`src/nhb_pkg.sv`:
```
// Constants, types and helpers of the network management / heartbeat node.
// Assumes one 100 MHz clock and a CAN controller that hands over whole frames.
//
// Functional notes
// - Nonzero producer interval sends periodic heartbeat, ms
// - Heartbeat identifier is 700h plus node address
// - Heartbeat byte zero carries current state code
// - Zero producer interval: no heartbeat at all
// - Consumer entry: zero, node address, timeout
// - Supervision starts on heartbeat with configured entry
// - Consumer timeout expiry deactivates that supervision
// - Zero consumer timeout disables consumer entirely
// - Guard request answered with state and toggle bit
// - Life guarding starts at first guard request
// - Life time is guard time times factor
// - Default identifiers are base plus node address
// - Base identifiers per function as listed
// - Power-on enters init, then pre-operational automatically
// - Process data only after start reaches operational
// - Stop, pre-op and reset commands from running states
// - Reset node resets all, reset comm parameters
// - Dictionary by service data; process data operational only
// - Digital and analog inputs map to dictionary entries
// - Two analog outputs map to 6410h words
// - State command: identifier zero, command, node address
// - Stopped suspends data traffic, keeps guarding and heartbeat
package nhb_pkg;

	localparam int CLK_PERIOD_NS = 10;
	localparam int MS_NS = 1000000;
	localparam int MS_CYCLES = MS_NS / CLK_PERIOD_NS;
	localparam int NUM_CONS = 2;

	localparam logic [10:0] COB_NMT = 11'h000;
	localparam logic [10:0] COB_EMCY = 11'h080;
	localparam logic [10:0] COB_TPDO1 = 11'h180;
	localparam logic [10:0] COB_RPDO1 = 11'h200;
	localparam logic [10:0] COB_TPDO2 = 11'h280;
	localparam logic [10:0] COB_RPDO2 = 11'h300;
	localparam logic [10:0] COB_TPDO3 = 11'h380;
	localparam logic [10:0] COB_RPDO3 = 11'h400;
	localparam logic [10:0] COB_TSDO = 11'h580;
	localparam logic [10:0] COB_RSDO = 11'h600;
	localparam logic [10:0] COB_GUARD = 11'h700;

	localparam logic [7:0] HB_BOOT = 8'h00;
	localparam logic [7:0] HB_STOP = 8'h04;
	localparam logic [7:0] HB_OPER = 8'h05;
	localparam logic [7:0] HB_PREOP = 8'h7F;

	localparam logic [7:0] CMD_START = 8'h01;
	localparam logic [7:0] CMD_STOP = 8'h02;
	localparam logic [7:0] CMD_PREOP = 8'h80;
	localparam logic [7:0] CMD_RST_NODE = 8'h81;
	localparam logic [7:0] CMD_RST_COMM = 8'h82;

	localparam logic [15:0] OD_GUARD_TIME = 16'h100C;
	localparam logic [15:0] OD_LIFE_FACTOR = 16'h100D;
	localparam logic [15:0] OD_NODE_ADDR = 16'h100B;
	localparam logic [15:0] OD_CONS_HB = 16'h1016;
	localparam logic [15:0] OD_PROD_HB = 16'h1017;
	localparam logic [15:0] OD_DIG_IN = 16'h6000;
	localparam logic [15:0] OD_DIG_OUT = 16'h6200;
	localparam logic [15:0] OD_ANA_IN = 16'h6401;
	localparam logic [15:0] OD_ANA_OUT = 16'h6410;

	localparam int CONS_ZERO_LSB = 24;
	localparam int CONS_NODE_LSB = 16;
	localparam int CONS_TIME_LSB = 0;

	localparam logic [15:0] PROD_HB_RST = 16'h0000;
	localparam logic [15:0] GUARD_TIME_RST = 16'h0000;
	localparam logic [7:0] LIFE_FACTOR_RST = 8'h00;
	localparam logic [31:0] CONS_HB_RST = 32'h0000_0000;

	typedef enum logic [1:0] {
		ST_INIT = 2'b00,
		ST_PREOP = 2'b01,
		ST_OPER = 2'b10,
		ST_STOP = 2'b11
	} nhb_state_t;

	typedef enum logic [1:0] {
		TX_NONE = 2'b00,
		TX_BOOT = 2'b01,
		TX_HB = 2'b10,
		TX_GUARD = 2'b11
	} nhb_tx_kind_t;

	typedef struct packed {
		logic valid;
		logic [10:0] id;
		logic rtr;
		logic [3:0] dlc;
		logic [63:0] data;
	} nhb_frame_t;

	typedef struct packed {
		logic valid;
		logic write;
		logic [15:0] index;
		logic [7:0] sub;
		logic [31:0] wdata;
	} nhb_od_req_t;

	typedef struct packed {
		logic [10:0] emcy;
		logic [10:0] tpdo1;
		logic [10:0] rpdo1;
		logic [10:0] tpdo2;
		logic [10:0] rpdo2;
		logic [10:0] tpdo3;
		logic [10:0] rpdo3;
		logic [10:0] tsdo;
		logic [10:0] rsdo;
		logic [10:0] guard;
	} nhb_cob_ids_t;

	function automatic logic [10:0] cob_id(input logic [10:0] base, input logic [7:0] addr);
		return base + {3'b000, addr};
	endfunction

	function automatic logic [7:0] state_code(input nhb_state_t st);
		case (st)
			ST_INIT: return HB_BOOT;
			ST_PREOP: return HB_PREOP;
			ST_OPER: return HB_OPER;
			ST_STOP: return HB_STOP;
			default: return HB_BOOT;
		endcase
	endfunction

	function automatic logic od_is(input nhb_od_req_t r, input logic [15:0] idx,
		input logic [7:0] sub);
		return (r.index == idx) && (r.sub == sub);
	endfunction

endpackage

```
`src/nhb_ms_tick.sv`:
```
// Millisecond tick divider for the node's timers.
// Assumes a free-running clock; the tick is a one-cycle pulse.
`timescale 1ns/1ps
module nhb_ms_tick #(
	parameter int TICK_CYCLES = nhb_pkg::MS_CYCLES
) (
	input wire logic clock,
	input wire logic sys_rst,
	output logic tick
);
	import nhb_pkg::*;

	logic [31:0] cnt_q;

	always_ff @(posedge clock) begin
		if (sys_rst) begin
			cnt_q <= 32'h0;
			tick <= 1'b0;
		end else if (cnt_q == 32'(TICK_CYCLES - 1)) begin
			cnt_q <= 32'h0;
			tick <= 1'b1;
		end else begin
			cnt_q <= cnt_q + 32'h1;
			tick <= 1'b0;
		end
	end

endmodule // nhb_ms_tick

```
`src/nhb_hb_consumer.sv`:
```
// One heartbeat consumer slot: supervision flag and timeout counter.
// Assumes hb_hit already matches the entry's node address.
`timescale 1ns/1ps
module nhb_hb_consumer (
	input wire logic clock,
	input wire logic sys_rst,
	input wire logic ms_tick,
	input wire logic [31:0] entry,
	input wire logic hb_hit,
	output logic active,
	output logic timeout
);
	import nhb_pkg::*;

	logic [15:0] cnt_q;
	logic [15:0] limit;

	assign limit = entry[CONS_TIME_LSB +: 16];

	always_ff @(posedge clock) begin
		if (sys_rst || limit == 16'h0000) begin
			active <= 1'b0;
			cnt_q <= 16'h0000;
			timeout <= 1'b0;
		end else if (hb_hit) begin
			active <= 1'b1;
			cnt_q <= 16'h0000;
			timeout <= 1'b0;
		end else if (active && ms_tick && cnt_q == limit - 16'h0001) begin
			active <= 1'b0;
			cnt_q <= 16'h0000;
			timeout <= 1'b1;
		end else begin
			if (active && ms_tick)
				cnt_q <= cnt_q + 16'h0001;
			timeout <= 1'b0;
		end
	end
endmodule // nhb_hb_consumer

```
`src/nhb_node.sv`:
```
// Network management and heartbeat logic of a fieldbus I/O node.
// Assumes whole received frames arrive as one-cycle strobes and the
// dictionary port is driven by the service data server.
`timescale 1ns/1ps
module nhb_node #(
	parameter int TICK_CYCLES = nhb_pkg::MS_CYCLES
) (
	input wire logic clock,
	input wire logic sys_rst,
	input wire logic [7:0] target_node_address,
	input wire nhb_pkg::nhb_frame_t rx_frame,
	input wire logic tx_ready,
	output nhb_pkg::nhb_frame_t tx_frame,
	input wire nhb_pkg::nhb_od_req_t od_req,
	output logic od_ack,
	output logic od_err,
	output logic [31:0] od_rdata,
	input wire logic [26:0] digital_input_bit,
	input wire logic [3:0][15:0] analog_input_channel,
	output logic [15:0] digital_output_bit,
	output logic [3:0] relay_output_bit,
	output logic [1:0][15:0] analog_output_channel,
	output nhb_pkg::nhb_state_t node_state,
	output logic pdo_enable,
	output logic sdo_enable,
	output logic emcy_enable,
	output logic app_reset,
	output nhb_pkg::nhb_cob_ids_t cob_ids,
	output logic [nhb_pkg::NUM_CONS-1:0] consumer_active,
	output logic [nhb_pkg::NUM_CONS-1:0] consumer_timeout,
	output logic life_guard_fail
);
	import nhb_pkg::*;

	nhb_state_t state_q;
	nhb_tx_kind_t tx_kind_q;
	logic [15:0] prod_ms_q;
	logic [15:0] prod_cnt_q;
	logic [15:0] guard_ms_q;
	logic [7:0] life_fac_q;
	logic [NUM_CONS-1:0][31:0] cons_entry_q;
	logic boot_pend_q;
	logic hb_pend_q;
	logic guard_pend_q;
	logic toggle_q;
	logic guard_on_q;
	logic [23:0] life_cnt_q;
	logic comm_rst_q;
	logic ms_tick;
	logic comm_rst;
	logic nmt_hit;
	logic cmd_ok;
	logic [7:0] nmt_cmd;
	logic guard_req;
	logic [NUM_CONS-1:0] hb_hit;
	logic hb_fire;
	logic tx_free;
	logic ld_boot;
	logic ld_guard;
	logic ld_hb;
	logic od_open;
	logic od_known;
	logic od_ro;
	logic od_bad_val;
	logic [31:0] od_rd;
	logic [23:0] life_time;
	logic [7:0] st_code;

	nhb_ms_tick #(
		.TICK_CYCLES(TICK_CYCLES)
	) u_tick (
		.clock(clock),
		.sys_rst(sys_rst),
		.tick(ms_tick)
	);

	////////////////////////////////////////////////////////////////////////
	// Frame decode

	assign comm_rst = sys_rst || comm_rst_q;
	assign nmt_cmd = rx_frame.data[7:0];
	assign nmt_hit = rx_frame.valid && !rx_frame.rtr && rx_frame.id == COB_NMT
		&& rx_frame.dlc >= 4'h2
		&& (rx_frame.data[15:8] == target_node_address || rx_frame.data[15:8] == 8'h00);
	// Commands are ignored while initialization is still running
	assign cmd_ok = nmt_hit && state_q != ST_INIT;
	assign guard_req = rx_frame.valid && rx_frame.rtr
		&& rx_frame.id == cob_id(COB_GUARD, target_node_address);

	generate
		for (genvar i = 0; i < NUM_CONS; i++) begin : g_cons
			assign hb_hit[i] = rx_frame.valid && !rx_frame.rtr && rx_frame.dlc != 4'h0
				&& cons_entry_q[i][CONS_NODE_LSB +: 8] != 8'h00
				&& rx_frame.id == cob_id(COB_GUARD, cons_entry_q[i][CONS_NODE_LSB +: 8]);
			nhb_hb_consumer u_cons (
				.clock(clock),
				.sys_rst(comm_rst),
				.ms_tick(ms_tick),
				.entry(cons_entry_q[i]),
				.hb_hit(hb_hit[i]),
				.active(consumer_active[i]),
				.timeout(consumer_timeout[i])
			);
		end
	endgenerate

	////////////////////////////////////////////////////////////////////////
	// Node state machine

	always_ff @(posedge clock) begin
		if (sys_rst) begin
			state_q <= ST_INIT;
		end else begin
			case (state_q)
				ST_INIT: state_q <= ST_PREOP;
				ST_PREOP, ST_OPER, ST_STOP: begin
					if (cmd_ok) begin
						case (nmt_cmd)
							CMD_START: state_q <= ST_OPER;
							CMD_STOP: state_q <= ST_STOP;
							CMD_PREOP: state_q <= ST_PREOP;
							CMD_RST_NODE, CMD_RST_COMM: state_q <= ST_INIT;
							default: state_q <= state_q;
						endcase
					end
				end
				default: state_q <= ST_INIT;
			endcase
		end
	end

	always_ff @(posedge clock) begin
		if (sys_rst) begin
			comm_rst_q <= 1'b0;
			app_reset <= 1'b0;
		end else begin
			app_reset <= cmd_ok && nmt_cmd == CMD_RST_NODE;
			comm_rst_q <= cmd_ok && (nmt_cmd == CMD_RST_NODE || nmt_cmd == CMD_RST_COMM);
		end
	end

	always_ff @(posedge clock) begin
		if (sys_rst) begin
			node_state <= ST_INIT;
			pdo_enable <= 1'b0;
			sdo_enable <= 1'b0;
			emcy_enable <= 1'b0;
			cob_ids <= '0;
		end else begin
			node_state <= state_q;
			pdo_enable <= state_q == ST_OPER;
			sdo_enable <= state_q == ST_PREOP || state_q == ST_OPER;
			emcy_enable <= state_q == ST_PREOP || state_q == ST_OPER;
			cob_ids.emcy <= cob_id(COB_EMCY, target_node_address);
			cob_ids.tpdo1 <= cob_id(COB_TPDO1, target_node_address);
			cob_ids.rpdo1 <= cob_id(COB_RPDO1, target_node_address);
			cob_ids.tpdo2 <= cob_id(COB_TPDO2, target_node_address);
			cob_ids.rpdo2 <= cob_id(COB_RPDO2, target_node_address);
			cob_ids.tpdo3 <= cob_id(COB_TPDO3, target_node_address);
			cob_ids.rpdo3 <= cob_id(COB_RPDO3, target_node_address);
			cob_ids.tsdo <= cob_id(COB_TSDO, target_node_address);
			cob_ids.rsdo <= cob_id(COB_RSDO, target_node_address);
			cob_ids.guard <= cob_id(COB_GUARD, target_node_address);
		end
	end

	////////////////////////////////////////////////////////////////////////
	// Dictionary port

	// Service data is refused before boot-up completes and while stopped
	assign od_open = state_q == ST_PREOP || state_q == ST_OPER;

	always_comb begin
		od_rd = 32'h0;
		od_known = 1'b1;
		od_ro = 1'b0;
		od_bad_val = 1'b0;
		if (od_is(od_req, OD_PROD_HB, 8'h00)) begin
			od_rd = {16'h0, prod_ms_q};
		end else if (od_is(od_req, OD_GUARD_TIME, 8'h00)) begin
			od_rd = {16'h0, guard_ms_q};
		end else if (od_is(od_req, OD_LIFE_FACTOR, 8'h00)) begin
			od_rd = {24'h0, life_fac_q};
		end else if (od_is(od_req, OD_NODE_ADDR, 8'h00)) begin
			od_rd = {24'h0, target_node_address};
			od_ro = 1'b1;
		end else if (od_is(od_req, OD_CONS_HB, 8'h00)) begin
			od_rd = 32'(NUM_CONS);
			od_ro = 1'b1;
		end else if (od_req.index == OD_CONS_HB && od_req.sub != 8'h00
			&& od_req.sub <= 8'(NUM_CONS)) begin
			od_rd = cons_entry_q[od_req.sub[0:0] - 1'b1];
			od_bad_val = od_req.wdata[CONS_ZERO_LSB +: 8] != 8'h00;
		end else if (od_req.index == OD_DIG_IN && od_req.sub >= 8'h01 && od_req.sub <= 8'h04) begin
			od_rd = {24'h0, 8'({5'h0, digital_input_bit} >> {od_req.sub - 8'h01, 3'b000})};
			od_ro = 1'b1;
		end else if (od_is(od_req, OD_DIG_OUT, 8'h01)) begin
			od_rd = {24'h0, digital_output_bit[7:0]};
		end else if (od_is(od_req, OD_DIG_OUT, 8'h02)) begin
			od_rd = {24'h0, digital_output_bit[15:8]};
		end else if (od_is(od_req, OD_DIG_OUT, 8'h03)) begin
			od_rd = {28'h0, relay_output_bit};
		end else if (od_req.index == OD_ANA_IN && od_req.sub >= 8'h01 && od_req.sub <= 8'h04) begin
			od_rd = {16'h0, analog_input_channel[od_req.sub[1:0] - 2'b01]};
			od_ro = 1'b1;
		end else if (od_req.index == OD_ANA_OUT && (od_req.sub == 8'h01 || od_req.sub == 8'h02)) begin
			od_rd = {16'h0, analog_output_channel[od_req.sub[1]]};
		end else begin
			od_known = 1'b0;
		end
	end

	always_ff @(posedge clock) begin
		if (sys_rst) begin
			od_ack <= 1'b0;
			od_err <= 1'b0;
			od_rdata <= 32'h0;
		end else begin
			od_ack <= od_req.valid;
			od_err <= od_req.valid && (!od_open || !od_known
				|| (od_req.write && (od_ro || od_bad_val)));
			od_rdata <= (od_req.valid && !od_req.write && od_open) ? od_rd : 32'h0;
		end
	end

	function automatic logic od_wr(input logic [15:0] idx, input logic [7:0] sub);
		return od_req.valid && od_req.write && od_open && od_is(od_req, idx, sub);
	endfunction

	// Communication parameters fall back to defaults on either reset command
	always_ff @(posedge clock) begin
		if (comm_rst) begin
			prod_ms_q <= PROD_HB_RST;
			guard_ms_q <= GUARD_TIME_RST;
			life_fac_q <= LIFE_FACTOR_RST;
			cons_entry_q <= {NUM_CONS{CONS_HB_RST}};
		end else begin
			if (od_wr(OD_PROD_HB, 8'h00))
				prod_ms_q <= od_req.wdata[15:0];
			if (od_wr(OD_GUARD_TIME, 8'h00))
				guard_ms_q <= od_req.wdata[15:0];
			if (od_wr(OD_LIFE_FACTOR, 8'h00))
				life_fac_q <= od_req.wdata[7:0];
			for (int i = 0; i < NUM_CONS; i++) begin
				if (od_wr(OD_CONS_HB, 8'(i + 1)) && !od_bad_val)
					cons_entry_q[i] <= od_req.wdata;
			end
		end
	end

	always_ff @(posedge clock) begin
		if (sys_rst || app_reset) begin
			digital_output_bit <= 16'h0000;
			relay_output_bit <= 4'h0;
			analog_output_channel <= '0;
		end else begin
			if (od_wr(OD_DIG_OUT, 8'h01))
				digital_output_bit[7:0] <= od_req.wdata[7:0];
			if (od_wr(OD_DIG_OUT, 8'h02))
				digital_output_bit[15:8] <= od_req.wdata[7:0];
			if (od_wr(OD_DIG_OUT, 8'h03))
				relay_output_bit <= od_req.wdata[3:0];
			if (od_wr(OD_ANA_OUT, 8'h01))
				analog_output_channel[0] <= od_req.wdata[15:0];
			if (od_wr(OD_ANA_OUT, 8'h02))
				analog_output_channel[1] <= od_req.wdata[15:0];
		end
	end

	////////////////////////////////////////////////////////////////////////
	// Heartbeat producer and life guarding

	assign hb_fire = ms_tick && prod_ms_q != 16'h0000 && state_q != ST_INIT
		&& prod_cnt_q == prod_ms_q - 16'h0001;
	assign life_time = {8'h00, guard_ms_q} * {16'h0000, life_fac_q};

	always_ff @(posedge clock) begin
		if (comm_rst || prod_ms_q == 16'h0000)
			prod_cnt_q <= 16'h0000;
		else if (hb_fire)
			prod_cnt_q <= 16'h0000;
		else if (ms_tick)
			prod_cnt_q <= prod_cnt_q + 16'h0001;
	end

	always_ff @(posedge clock) begin
		if (comm_rst) begin
			guard_on_q <= 1'b0;
			life_cnt_q <= 24'h0;
			life_guard_fail <= 1'b0;
		end else if (guard_req) begin
			guard_on_q <= 1'b1;
			life_cnt_q <= 24'h0;
			life_guard_fail <= 1'b0;
		end else if (guard_on_q && ms_tick && life_time != 24'h0
			&& life_cnt_q == life_time - 24'h1) begin
			guard_on_q <= 1'b0;
			life_cnt_q <= 24'h0;
			life_guard_fail <= 1'b1;
		end else begin
			if (guard_on_q && ms_tick && life_time != 24'h0)
				life_cnt_q <= life_cnt_q + 24'h1;
			life_guard_fail <= 1'b0;
		end
	end

	////////////////////////////////////////////////////////////////////////
	// Transmit arbitration: boot-up, then guard answer, then heartbeat

	assign tx_free = !tx_frame.valid || tx_ready;
	assign ld_boot = tx_free && boot_pend_q;
	assign ld_guard = tx_free && !boot_pend_q && guard_pend_q;
	assign ld_hb = tx_free && !boot_pend_q && !guard_pend_q && hb_pend_q;
	assign st_code = state_code(state_q);

	// A new event wins over the clear of the same cycle
	always_ff @(posedge clock) begin
		if (sys_rst) begin
			boot_pend_q <= 1'b0;
			guard_pend_q <= 1'b0;
			hb_pend_q <= 1'b0;
		end else begin
			boot_pend_q <= (state_q == ST_INIT) || (boot_pend_q && !ld_boot);
			guard_pend_q <= guard_req || (guard_pend_q && !ld_guard);
			hb_pend_q <= (hb_fire || (hb_pend_q && !ld_hb)) && prod_ms_q != 16'h0000;
		end
	end

	always_ff @(posedge clock) begin
		if (comm_rst)
			toggle_q <= 1'b0;
		else if (ld_guard)
			toggle_q <= !toggle_q;
	end

	always_ff @(posedge clock) begin
		if (sys_rst) begin
			tx_frame <= '0;
			tx_kind_q <= TX_NONE;
		end else if (tx_free) begin
			tx_frame.valid <= ld_boot || ld_guard || ld_hb;
			tx_frame.id <= cob_id(COB_GUARD, target_node_address);
			tx_frame.rtr <= 1'b0;
			tx_frame.dlc <= 4'h1;
			if (ld_boot) begin
				tx_frame.data <= {56'h0, HB_BOOT};
				tx_kind_q <= TX_BOOT;
			end else if (ld_guard) begin
				tx_frame.data <= {56'h0, toggle_q, st_code[6:0]};
				tx_kind_q <= TX_GUARD;
			end else if (ld_hb) begin
				tx_frame.data <= {56'h0, st_code};
				tx_kind_q <= TX_HB;
			end else begin
				tx_frame.data <= 64'h0;
				tx_kind_q <= TX_NONE;
			end
		end
	end
endmodule // nhb_node

```
`config.mk`:
```
export PLATFORM = sky130hd
export DESIGN_NAME = nhb_node
export DESIGN_NICKNAME = d
export VERILOG_FILES = /design/src/nhb_pkg.sv /design/src/nhb_ms_tick.sv /design/src/nhb_hb_consumer.sv /design/src/nhb_node.sv
export SDC_FILE = /design/constraint.sdc
export NUM_CORES = 1
export LEC_CHECK = 0
export ABC_AREA = 1
export BUFFER_PORTS_ARGS = -buffer_cell sky130_fd_sc_hd__buf_2
export CAP_MARGIN = 5
export CORE_MARGIN = 10
export CORE_UTILIZATION = 50
export DETAILED_ROUTE_END_ITERATION = 12
export PLACE_DENSITY = 0.71
export SETUP_SLACK_MARGIN = 0.1
export SLEW_MARGIN = 15
export SYNTH_ARGS = -nofsm -noshare
export SYNTH_HDL_FRONTEND = slang
export SYNTH_SLANG_ARGS = --single-unit
```
`constraint.sdc`:
```
create_clock -name clock -period 11.4 [get_ports clock]
set_input_delay 0 -clock clock [delete_from_list [all_inputs] [get_ports clock]]
set_output_delay 0 -clock clock [all_outputs]
set_load 0.05 [all_outputs]
```
### Word-level counts from Yosys, hierarchy flattened

Cells that the tools add are included.

* flip-flop bits (word level): 500
* bits of input ports: 241
* output and inout port bits: 288
* logic and storage cells: 310

* add/sub/neg operators: 24
* $mul: 1
* $lt $le $gt $ge: 7
* equal/unequal tests: 31
* shift operators: 1
* multiplexer cells: 64
* bitwise operators: 1
* reduce and logical (&&, ||, !) cells: 131

Operators with widths (number)
* 2-to-1 mux 16 bit: 14
* 2-to-1 mux 32 bit: 3
* == test 16 x 13 -> 1 bit (second input constant): 5
* logical AND 1 bit: 70
* == test 16 x 15 -> 1 bit (second input constant): 4
* adder 16 x 1 -> 16 bit (second input constant): 3
* == test 16 bit: 3
* zero test 16 bit: 3
* subtractor 16 x 1 -> 16 bit (second input constant): 3
* adder 10 x 8 -> 11 bit (first input constant): 4
* 2-to-1 mux 1 bit: 39
* == test 11 bit: 3
* adder 32 x 1 -> 32 bit (second input constant): 1
* binary-select mux 16 bit (select 2 bit): 1
* == test 32 x 17 -> 1 bit (second input constant): 1
* one-hot mux 8 bit (4 select lines): 1
* nonzero test 8 bit: 4
* adder 9 x 9 -> 10 bit (first input constant): 3
* >> shifter 27 x 11 -> 8 bit: 1
* adder 24 x 1 -> 24 bit (second input constant): 1
* == test 24 bit: 1
* == test 8 x 2 -> 1 bit (second input constant): 3
* == test 8 bit (second input constant): 3
* multiplier 16 x 8 -> 24 bit: 1
* other kinds (38): 85

### Depth between registers and ports, before layout

Gate-level depths: netlist of the first run.

* word-level depth: 19
* mapped depth: 33
* gate-level depth less buffers: 30

### Cells and area by module

From an unflattened synthesis of the first run, not the netlist that was laid out.

* cells, all modules: 3746
* area total of the unflattened synthesis: 24986.5 um2

Modules (own cells, without submodules)
* nhb_node: times used 1, cells each 2911, area an instance 19889.1 um2, sequential area each 5365.1 um2
* nhb_hb_consumer: times used 2, cells each 252, area an instance 1557.7 um2, sequential area each 360.3 um2
* nhb_ms_tick: times used 1, cells each 331, area an instance 1981.9 um2, sequential area each 660.6 um2

### Worst setup path after synthesis of the first run

No wires, ideal clock.

* path type: register -> register
* start: reg life_fac_q[7]
* end: reg life_cnt_q[13]
* setup time: 122 ps
* arrival: 5255 ps
* required time: 11278 ps
* slack: 6023 ps
* stages on the path, launching flop included: 27
* path buffers: 3
* clock period less this slack: 5377 ps
* path through: dfxtp_1 -> clkbuf_1 -> clkbuf_1 -> nand2_1 -> fa_1 -> fa_1 -> fa_1 -> fa_1 -> inv_1 -> ha_1 -> nand2_1 -> inv_1 -> a21oi_1 -> nand2_2 -> xnor2_1 -> nand2_1 -> nor2_1 -> nand3_1 -> nand2_1 -> nand2_1 -> nand2_1 -> nand3_1 -> nor2_2 -> nand4_4 -> nand2_4 -> buf_8 -> a21oi_2

* longest elaborated chain between the ends: 5
* elaborated cells between the ends (all ways): 7
* classes of those cells: add/sub (1); mul (1); eq/ne (1); reduce/logical (4)

Ends and longest elaborated chain
* from (decl): RTL line nhb_node.sv:40 `logic [7:0] life_fac_q;`
* from (signal assigned): RTL line nhb_node.sv:243 `life_fac_q <= od_req.wdata[7:0];`
* multiplier 16 x 8 -> 24 bit (*): RTL line nhb_node.sv:275 `assign life_time = {8'h00, guard_ms_q} * {16'h0000, life_fac_q};`
* subtractor 24 x 1 -> 24 bit or nonzero test 24 bit (tied branches): RTL line nhb_node.sv:296, nhb_node.sv:295, nhb_node.sv:301
* == test 24 bit or logical AND 1 bit (tied branches): RTL line nhb_node.sv:296, nhb_node.sv:295, nhb_node.sv:301
* logical AND 1 bit: RTL line nhb_node.sv:296 `&& life_cnt_q == life_time - 24'h1) begin`
* OR reduction 3 bit (no line)
* to (signal assigned): RTL line nhb_node.sv:302 `life_cnt_q <= life_cnt_q + 24'h1;`
* to (decl): RTL line nhb_node.sv:47 `logic [23:0] life_cnt_q;`

Mark *: on every way between the ends. The rest lies on a longest branch, timed or not.
A chain may end at the register's enable or synchronous reset.

### Worst setup path after layout of the first run

* start: reg life_fac_q[4]
* end: reg life_cnt_q[2]

Same word-level chain as after synthesis.

==> results.cfg, run 1 <==
[detailed_routing]
routed_wl_um = 78300
viasPerCell = 5.27
wl_per_cell_um = 17.5
drt_iter0_drc = 2137
dr.pass1.iters = 6
drtAntennaViolNets = 0
drc = 0
vias = 23600

[floorplanning]
die_area_um2 = 57600
die_h_um = 240
io_pins = 529
start_util = 0.506
die_w_um = 240
core_um2 = 47800
fp-row-count = 80

[status]
status = completed

[setup_path]
cp.required_ns = 11.86
start_kind = flop
cp.arrival_ns = 6.96
cp_max_fo = 23
path_class = flop to flop
cp-end-kind = flop

[timing]
slew_violations = 0
slew_headroom = 0.189
setup_viol = 0
fin_crit_sh = 0.570
fin_skew_ns = 0.0520
hold_violations = 0
fmax_mhz = 154
min_period_ns = 6.50
rsz0062_at_grt = false
setup-tns-final_ns = 0
worstMarginPinSlew_ns = 1.21

[global_routing]
grt_max_degree = 100
grt_first_pass_wirelength_um = 122000
grt_pass1_vias = 22300
grt_antenna_before_repair = 5
grt_use_met2 = 0.432
gr-total-overflow = 0
grt_use_met1 = 0.334
grt_util_met3 = 0.0655
busiest_layer = met2
track_usage = 0.264

[yosys]
ys_seq_area_frac = 0.279
yosysWarnings = 0
syn-cell-area_um2 = 24200
ys_types = 64
yosysTopAreaCell = dfxtp_1
synth_top_area_share = 0.279
synthMostInstantiatedCell = nand2_1
synthTopCellsByArea = dfxtp_1 28%, nand2_1 11%, inv_1 7.6%
yosys-top-cells-count = 691 x nand2_1, 488 x inv_1, 369 x nor2_1
synth_edf_count = 0
async_reset_ff_frac = 0
ys_ff_latch = 337
ys.flop_type = dfxtp_1
synthCells = 3528
avgSynthCellArea_um2 = 6.86

[job]
drv_cap = 0

[place]
portBuffers = 410
dp_hpwl_um = 59500
gp_congestion = 0.940

[clocking]
cts.sinks = 337
cts-root-buf = clkbuf_16
cts_inserted_buffers = 40
clkTransAtPathRegs_ns = 0.06
clock_path_buffers = 3
worstSkewPairLatency_ns = 0.59
cts_setup_buffers = 0
htree_num_levels = 2
cts_tree = built

[power]
power_leakage_nw = 12.9
vdd.ir_drop.worst_mv = 0.0905
power.density_nw_per_um2 = 105
power_mw = 2.90

[finish]
syn_to_final_growth_pct = 13.8
drive_gt1_frac = 0.157
final_nets = 4217

[min_path]
hp-class = primary input to flop
## power by group
part	internal, mW	switching [mW]
combinational	0.100	0.320
sequential	1.19	0.0130
clock	0.733	0.540
## what timing repair did
item	4_1_cts	5_1_grt
hold endpoints to repair	167	0
setup endpoints to repair	0	0
gates resized for setup	0	0
hold buffers	66	0
## metrics by stage
step | setup slack, ns | hold slack [ns] | cell area (um2) | instances | util
6_report | 4.90 | 0.0518 | 27600 | 4477 | 0.576
3_5_place_dp | 5.00 | 0.267 | 25600 | 4334 | 0.535
3_3_place_gp | 5.16 | 0.257 | 25600 | 4334 | 0.535
4_1_cts | 4.96 | 0.0150 | 27500 | 4472 | 0.576
2_1_floorplan | 6.02 | 0.0724 | 24500 | 3597 | -
5_1_grt | 4.44 | 0.0928 | 27500 | 4473 | 0.576
## cells by family (layout without fill, tap and decap cells)
family / count (synthesis) / after routing / synth area share
mux: 5 / 5 / 0.00207
other cells: 1 / 75 / 0.000155
xor+xnor: 141 / 141 / 0.0513
buf+inv: 798 / 1058 / 0.152
fa+ha+maj: 149 / 149 / 0.103
simple gates: 1482 / 1482 / 0.268
compound gates: 615 / 615 / 0.144
flops: 337 / 337 / 0.279
## placed cells by master, fill, tap and decap left out, types with 6 or more instances in the layout
cell type        n
nand3b_1         7
nor2_2          26
or2_2           18
inv_2            9
nor3_1          83
dfxtp_1        337
inv_1          487
a211oi_1        59
buf_2          410
xor2_1         102
nor2_4           9
nand2_2         22
clkbuf_1        10
o21ai_0        223
o211ai_1        10
nand2_1        691
nand3_2          9
dlygate4sd3_1   66
fa_1            84
a221oi_1         7
xnor2_1         38
o221ai_1         6
o22ai_1         17
a21oi_2         16
buf_4           10
clkinv_2        11
a21oi_1        234
nor2_1         363
ha_1            65
nand4_1         66
nand3_1        129
nor4_1          37
a31oi_1         11
conb_1          70
clkbuf_16       40
## routing by layer
layer | vias to the layer above | routed length (um) | share of wire
li1 | 11700 | - | -
met1 | 10800 | 32300 | 0.41
met2 | 904 | 36100 | 0.46
met3 | 125 | 7650 | 0.098
met4 | 0 | 2240 | 0.029
met5 | - | 0 | 0
## critical path: stages (launching register included)
cell and delay (ns):
dfxtp_1 0.90, nand2_1 0.20, fa_1 0.62, fa_1 0.46, fa_1 0.54, fa_1 0.55, inv_1 0.04, ha_1 0.45
nand2_2 0.13, nor2_1 0.15, nand3_1 0.15, nand3_2 0.15, nand2_1 0.07, nand2_2 0.09, nand2_2 0.09, inv_2 0.08
nand2_1 0.05, nor3_1 0.25, nand4_1 0.16, nand2_2 0.33, inv_2 0.25, nand4_4 0.20, nand2_4 0.23, nor3_1 0.21
## state kept, by name, indices dropped and copies added (netlist names), 2 cells and up
signal and cells:
g_cons.u_cons.active 2, state_q 2, cons_entry_q 64, prod_ms_q 16, analog_output_channel 32, cob_ids 10, prod_cnt_q 16, u_tick.cnt_q 32
digital_output_bit 16, g_cons.u_cons.timeout 2, node_state 2, life_fac_q 8, guard_ms_q 16, od_rdata 32, g_cons.u_cons.cnt_q 32, tx_frame 14
life_cnt_q 24, relay_output_bit 4
## cell type report
cell class / instances / area [um2]
Sequential cell: 337 / 6750
Timing Repair Buffer: 486 / 2790
Clock buffer: 55 / 1110
Antenna cell: 5 / 12.5
Fill cell: 4756 / 20300
Tap cell: 615 / 769
Multi-Input combinational cell: 2462 / 14100
Clock inverter: 17 / 183
Inverter: 500 / 1880
## path summary, 6_finish.rpt
kind,from,end,slack [ns],depth (start not counted)
min reg2reg,u_tick.cnt_q[0]$_SDFF_PP0_,u_tick.cnt_q[0]$_SDFF_PP0_,0.44,1
max reg2reg,life_fac_q[4]$_SDFFE_PP0P_,life_cnt_q[2]$_SDFFE_PP0P_,4.90,23
max,life_fac_q[4]$_SDFFE_PP0P_,life_cnt_q[2]$_SDFFE_PP0P_,4.90,23
min,rx_frame[68],state_q[0]$_SDFFE_PP0P_,0.05,7
(Power assumes the default switching activity.)
==> inputs of run 2 (changes only) <==
--- a/config.mk
+++ b/config.mk
@@ -5,13 +5,13 @@
 export SDC_FILE = /design/constraint.sdc
 export NUM_CORES = 1
 export LEC_CHECK = 0
-export ABC_AREA = 1
+export ABC_AREA = 0
 export BUFFER_PORTS_ARGS = -buffer_cell sky130_fd_sc_hd__buf_2
 export CAP_MARGIN = 5
 export CORE_MARGIN = 10
 export CORE_UTILIZATION = 50
 export DETAILED_ROUTE_END_ITERATION = 12
-export PLACE_DENSITY = 0.71
+export PLACE_DENSITY = 0.72
 export SETUP_SLACK_MARGIN = 0.1
 export SLEW_MARGIN = 15
 export SYNTH_ARGS = -nofsm -noshare
==> constraint.sdc (replaced) <==
create_clock -name clock -period 6.74 [get_ports clock]
set_input_delay 0 -clock clock [delete_from_list [all_inputs] [get_ports clock]]
set_output_delay 0 -clock clock [all_outputs]
set_load 0.05 [all_outputs]
==> results.cfg, run 2 <==
[timing]
hold_violations = 0
worstMarginPinSlew_ns = 1.13
fin_skew_ns = 0.0316
min_period_ns = 6.41
worst_slack_ns = 0.328
rsz0062_at_grt = false
slew_violations = 0
slew_headroom = 0.246
setup-tns-final_ns = 0
fin_crit_sh = 0.951
fmax_mhz = 156
setup_viol = 0
hold_ws_ns = 0.0315

[detailed_routing]
dr.pass1.iters = 7
drt_iter0_drc = 1720
routed_wl_um = 76000
viasPerCell = 5.69
drtAntennaViolNets = 0
vias = 21400
wl_per_cell_um = 20.2
drc = 0

[global_routing]
gr-total-overflow = 0
track_usage = 0.260
grt_antenna_before_repair = 7
grt_pass1_vias = 21400
grt_first_pass_wirelength_um = 119000
grt_max_degree = 75

[power]
vdd.ir_drop.worst_mv = 0.186
power_mw = 4.67
p_sw_mw = 1.32
p_clk_frac = 0.451
power_leakage_nw = 11.3
swShare = 0.284
power_frac_seq = 0.432
cellInternalPower_mw = 3.34
combPwrFrac = 0.117
power.density_nw_per_um2 = 175

[finish]
final_area_um2 = 26700
nFillCells = 4155
largest_reg_flops = 64
final_nets = 3514
utilization = 0.577
syn_to_final_growth_pct = 14.5
stdcell_count = 3766
drive_gt1_frac = 0.192
final_common_cell = buf_2
mostFrequentLayoutCells = 409 x buf_2, 407 x nand2_1, 326 x dfxtp_1
regMostFlops = cons_entry_q

[setup_path]
cp.arrival_ns = 6.83
critPathBufInv = 2
crit_chain = nand2_1 -> fa_1 -> fa_1 -> fa_1 -> fa_1 -> inv_1 -> ha_1 -> a21oi_1 -> o21ai_1 -> a22o_1 -> or3_1 -> xnor2_1 -> nor2_1 -> or4b_1 -> nor4b_4 -> and2_1 -> buf_12 -> nor3_1
cp_top_family = adder cells
critical-path-slowest-cell = dfxtp_1
cp_max_fo = 24
regToRegSetupSlack_ns = 0.33
max_stage_delay_ns = 0.65
cp-end-kind = flop
cp.required_ns = 7.16
critPathMostFrequentCell = fa_1
path_class = flop to flop
start_kind = flop

[yosys]
ys_ff_latch = 337
yosysWarnings = 0
yosys-top-cells-count = 407 x nand2_1, 337 x dfxtp_1, 277 x nor2_1
synthMostInstantiatedCell = nand2_1
avgSynthCellArea_um2 = 8.24
syn-cell-area_um2 = 23400
synthTopCellsByArea = dfxtp_1 29%, fa_1 7.2%, nand2_1 6.5%
synthCells = 2835
ys_seq_area_frac = 0.289
synth_edf_count = 0
ys_types = 91
async_reset_ff_frac = 0
synth_top_area_share = 0.289
yosysTopAreaCell = dfxtp_1
ys.flop_type = dfxtp_1

[place]
place_area_um2 = 24800
portBuffers = 410
dpl.cell_count = 3635
dpl_worst_slack_ns = 0.184
gp_congestion = 0.952
dp_hpwl_um = 58200

[clocking]
cts.sinks = 337
cts_inserted_buffers = 39
clock_path_buffers = 3
htree_num_levels = 2
cts-root-buf = clkbuf_16
cts_setup_buffers = 0
clkTransAtPathRegs_ns = 0.06
worstSkewPairLatency_ns = 0.57
cts_tree = built

[job]
drv_cap = 0

[floorplanning]
die_w_um = 236
die_h_um = 236
io_pins = 529
die_area_um2 = 55800
start_util = 0.504
core_um2 = 46400
fp-row-count = 79

[status]
status = completed

[min_path]
hp-class = primary input to flop
-- run 2: cells by family (layout without fill, tap and decap cells) --
| family | Yosys count | after routing | synth area share |
|---|---|---|---|
| compound gates | 400 | 400 | 0.114 |
| xor+xnor | 226 | 226 | 0.0853 |
| fa+ha+maj | 149 | 149 | 0.107 |
| buf+inv | 439 | 687 | 0.0995 |
| flops | 337 | 337 | 0.289 |
| mux | 152 | 152 | 0.0755 |
| other cells | 1 | 77 | 0.000161 |
| simple gates | 1131 | 1131 | 0.230 |
-- run 2: power by group through the flow --
stage / clock network, mW / registers, mW / logic [mW]
global placement: 0 / 2.06 / 0.508
detailed placement: 0 / 2.06 / 0.513
global route: 2.21 / 2.02 / 0.564
CTS: 2.14 / 2.02 / 0.539
finish: 2.10 / 2.02 / 0.545
floorplan: 0 / 2.09 / 0.384
-- run 2: what timing repair did --
action	4_1_cts	5_1_grt
hold endpoints to repair	192	0
resized for setup	0	20
endpoints found under the setup margin	0	25
hold buffers	55	0
-- run 2: tightest hold or removal path, stage by stage --
cell	delay [ns]
buf_2	0.11
nor3_2	0.10
nand4_1	0.10
nor3_1	0.10
nand2_1	0.08
a21oi_1	0.06
-- run 2: per-layer routing --
metal  part of all wire  wire length, um  GRT usage  vias to the layer above
met5            0.00017               13          0                        -
met4              0.041             3090      0.112                        2
met3              0.073             5520     0.0459                      188
met2               0.49            37600      0.449                      815
met1               0.39            29800      0.311                    10400
li1                   -                -          -                     9987
-- run 2: path summary, 6_finish.rpt --
| kind | end | from | cells past startpoint |
|---|---|---|---|
| max | life_cnt_q[0]$_SDFFE_PP0P_ | guard_ms_q[9]$_SDFFE_PP0P_ | 18 |
| min | relay_output_bit[3]$_SDFFE_PP0P_ | od_req[35] | 6 |
| max reg2reg | life_cnt_q[0]$_SDFFE_PP0P_ | guard_ms_q[9]$_SDFFE_PP0P_ | 18 |
| min reg2reg | cons_entry_q[58]$_SDFFE_PP0P_ | cons_entry_q[58]$_SDFFE_PP0P_ | 2 |
-- run 2: final cells by class --
cell class	instances	area [um2]	area share
Antenna cell	7	17.5	0.000655
Clock buffer	53	1100	0.0411
Clock inverter	16	164	0.00613
Multi-Input combinational cell	2128	14600	0.546
Timing Repair Buffer	502	2900	0.108
Tap cell	607	759	0.0284
Inverter	116	435	0.0163
Sequential cell	337	6760	0.253
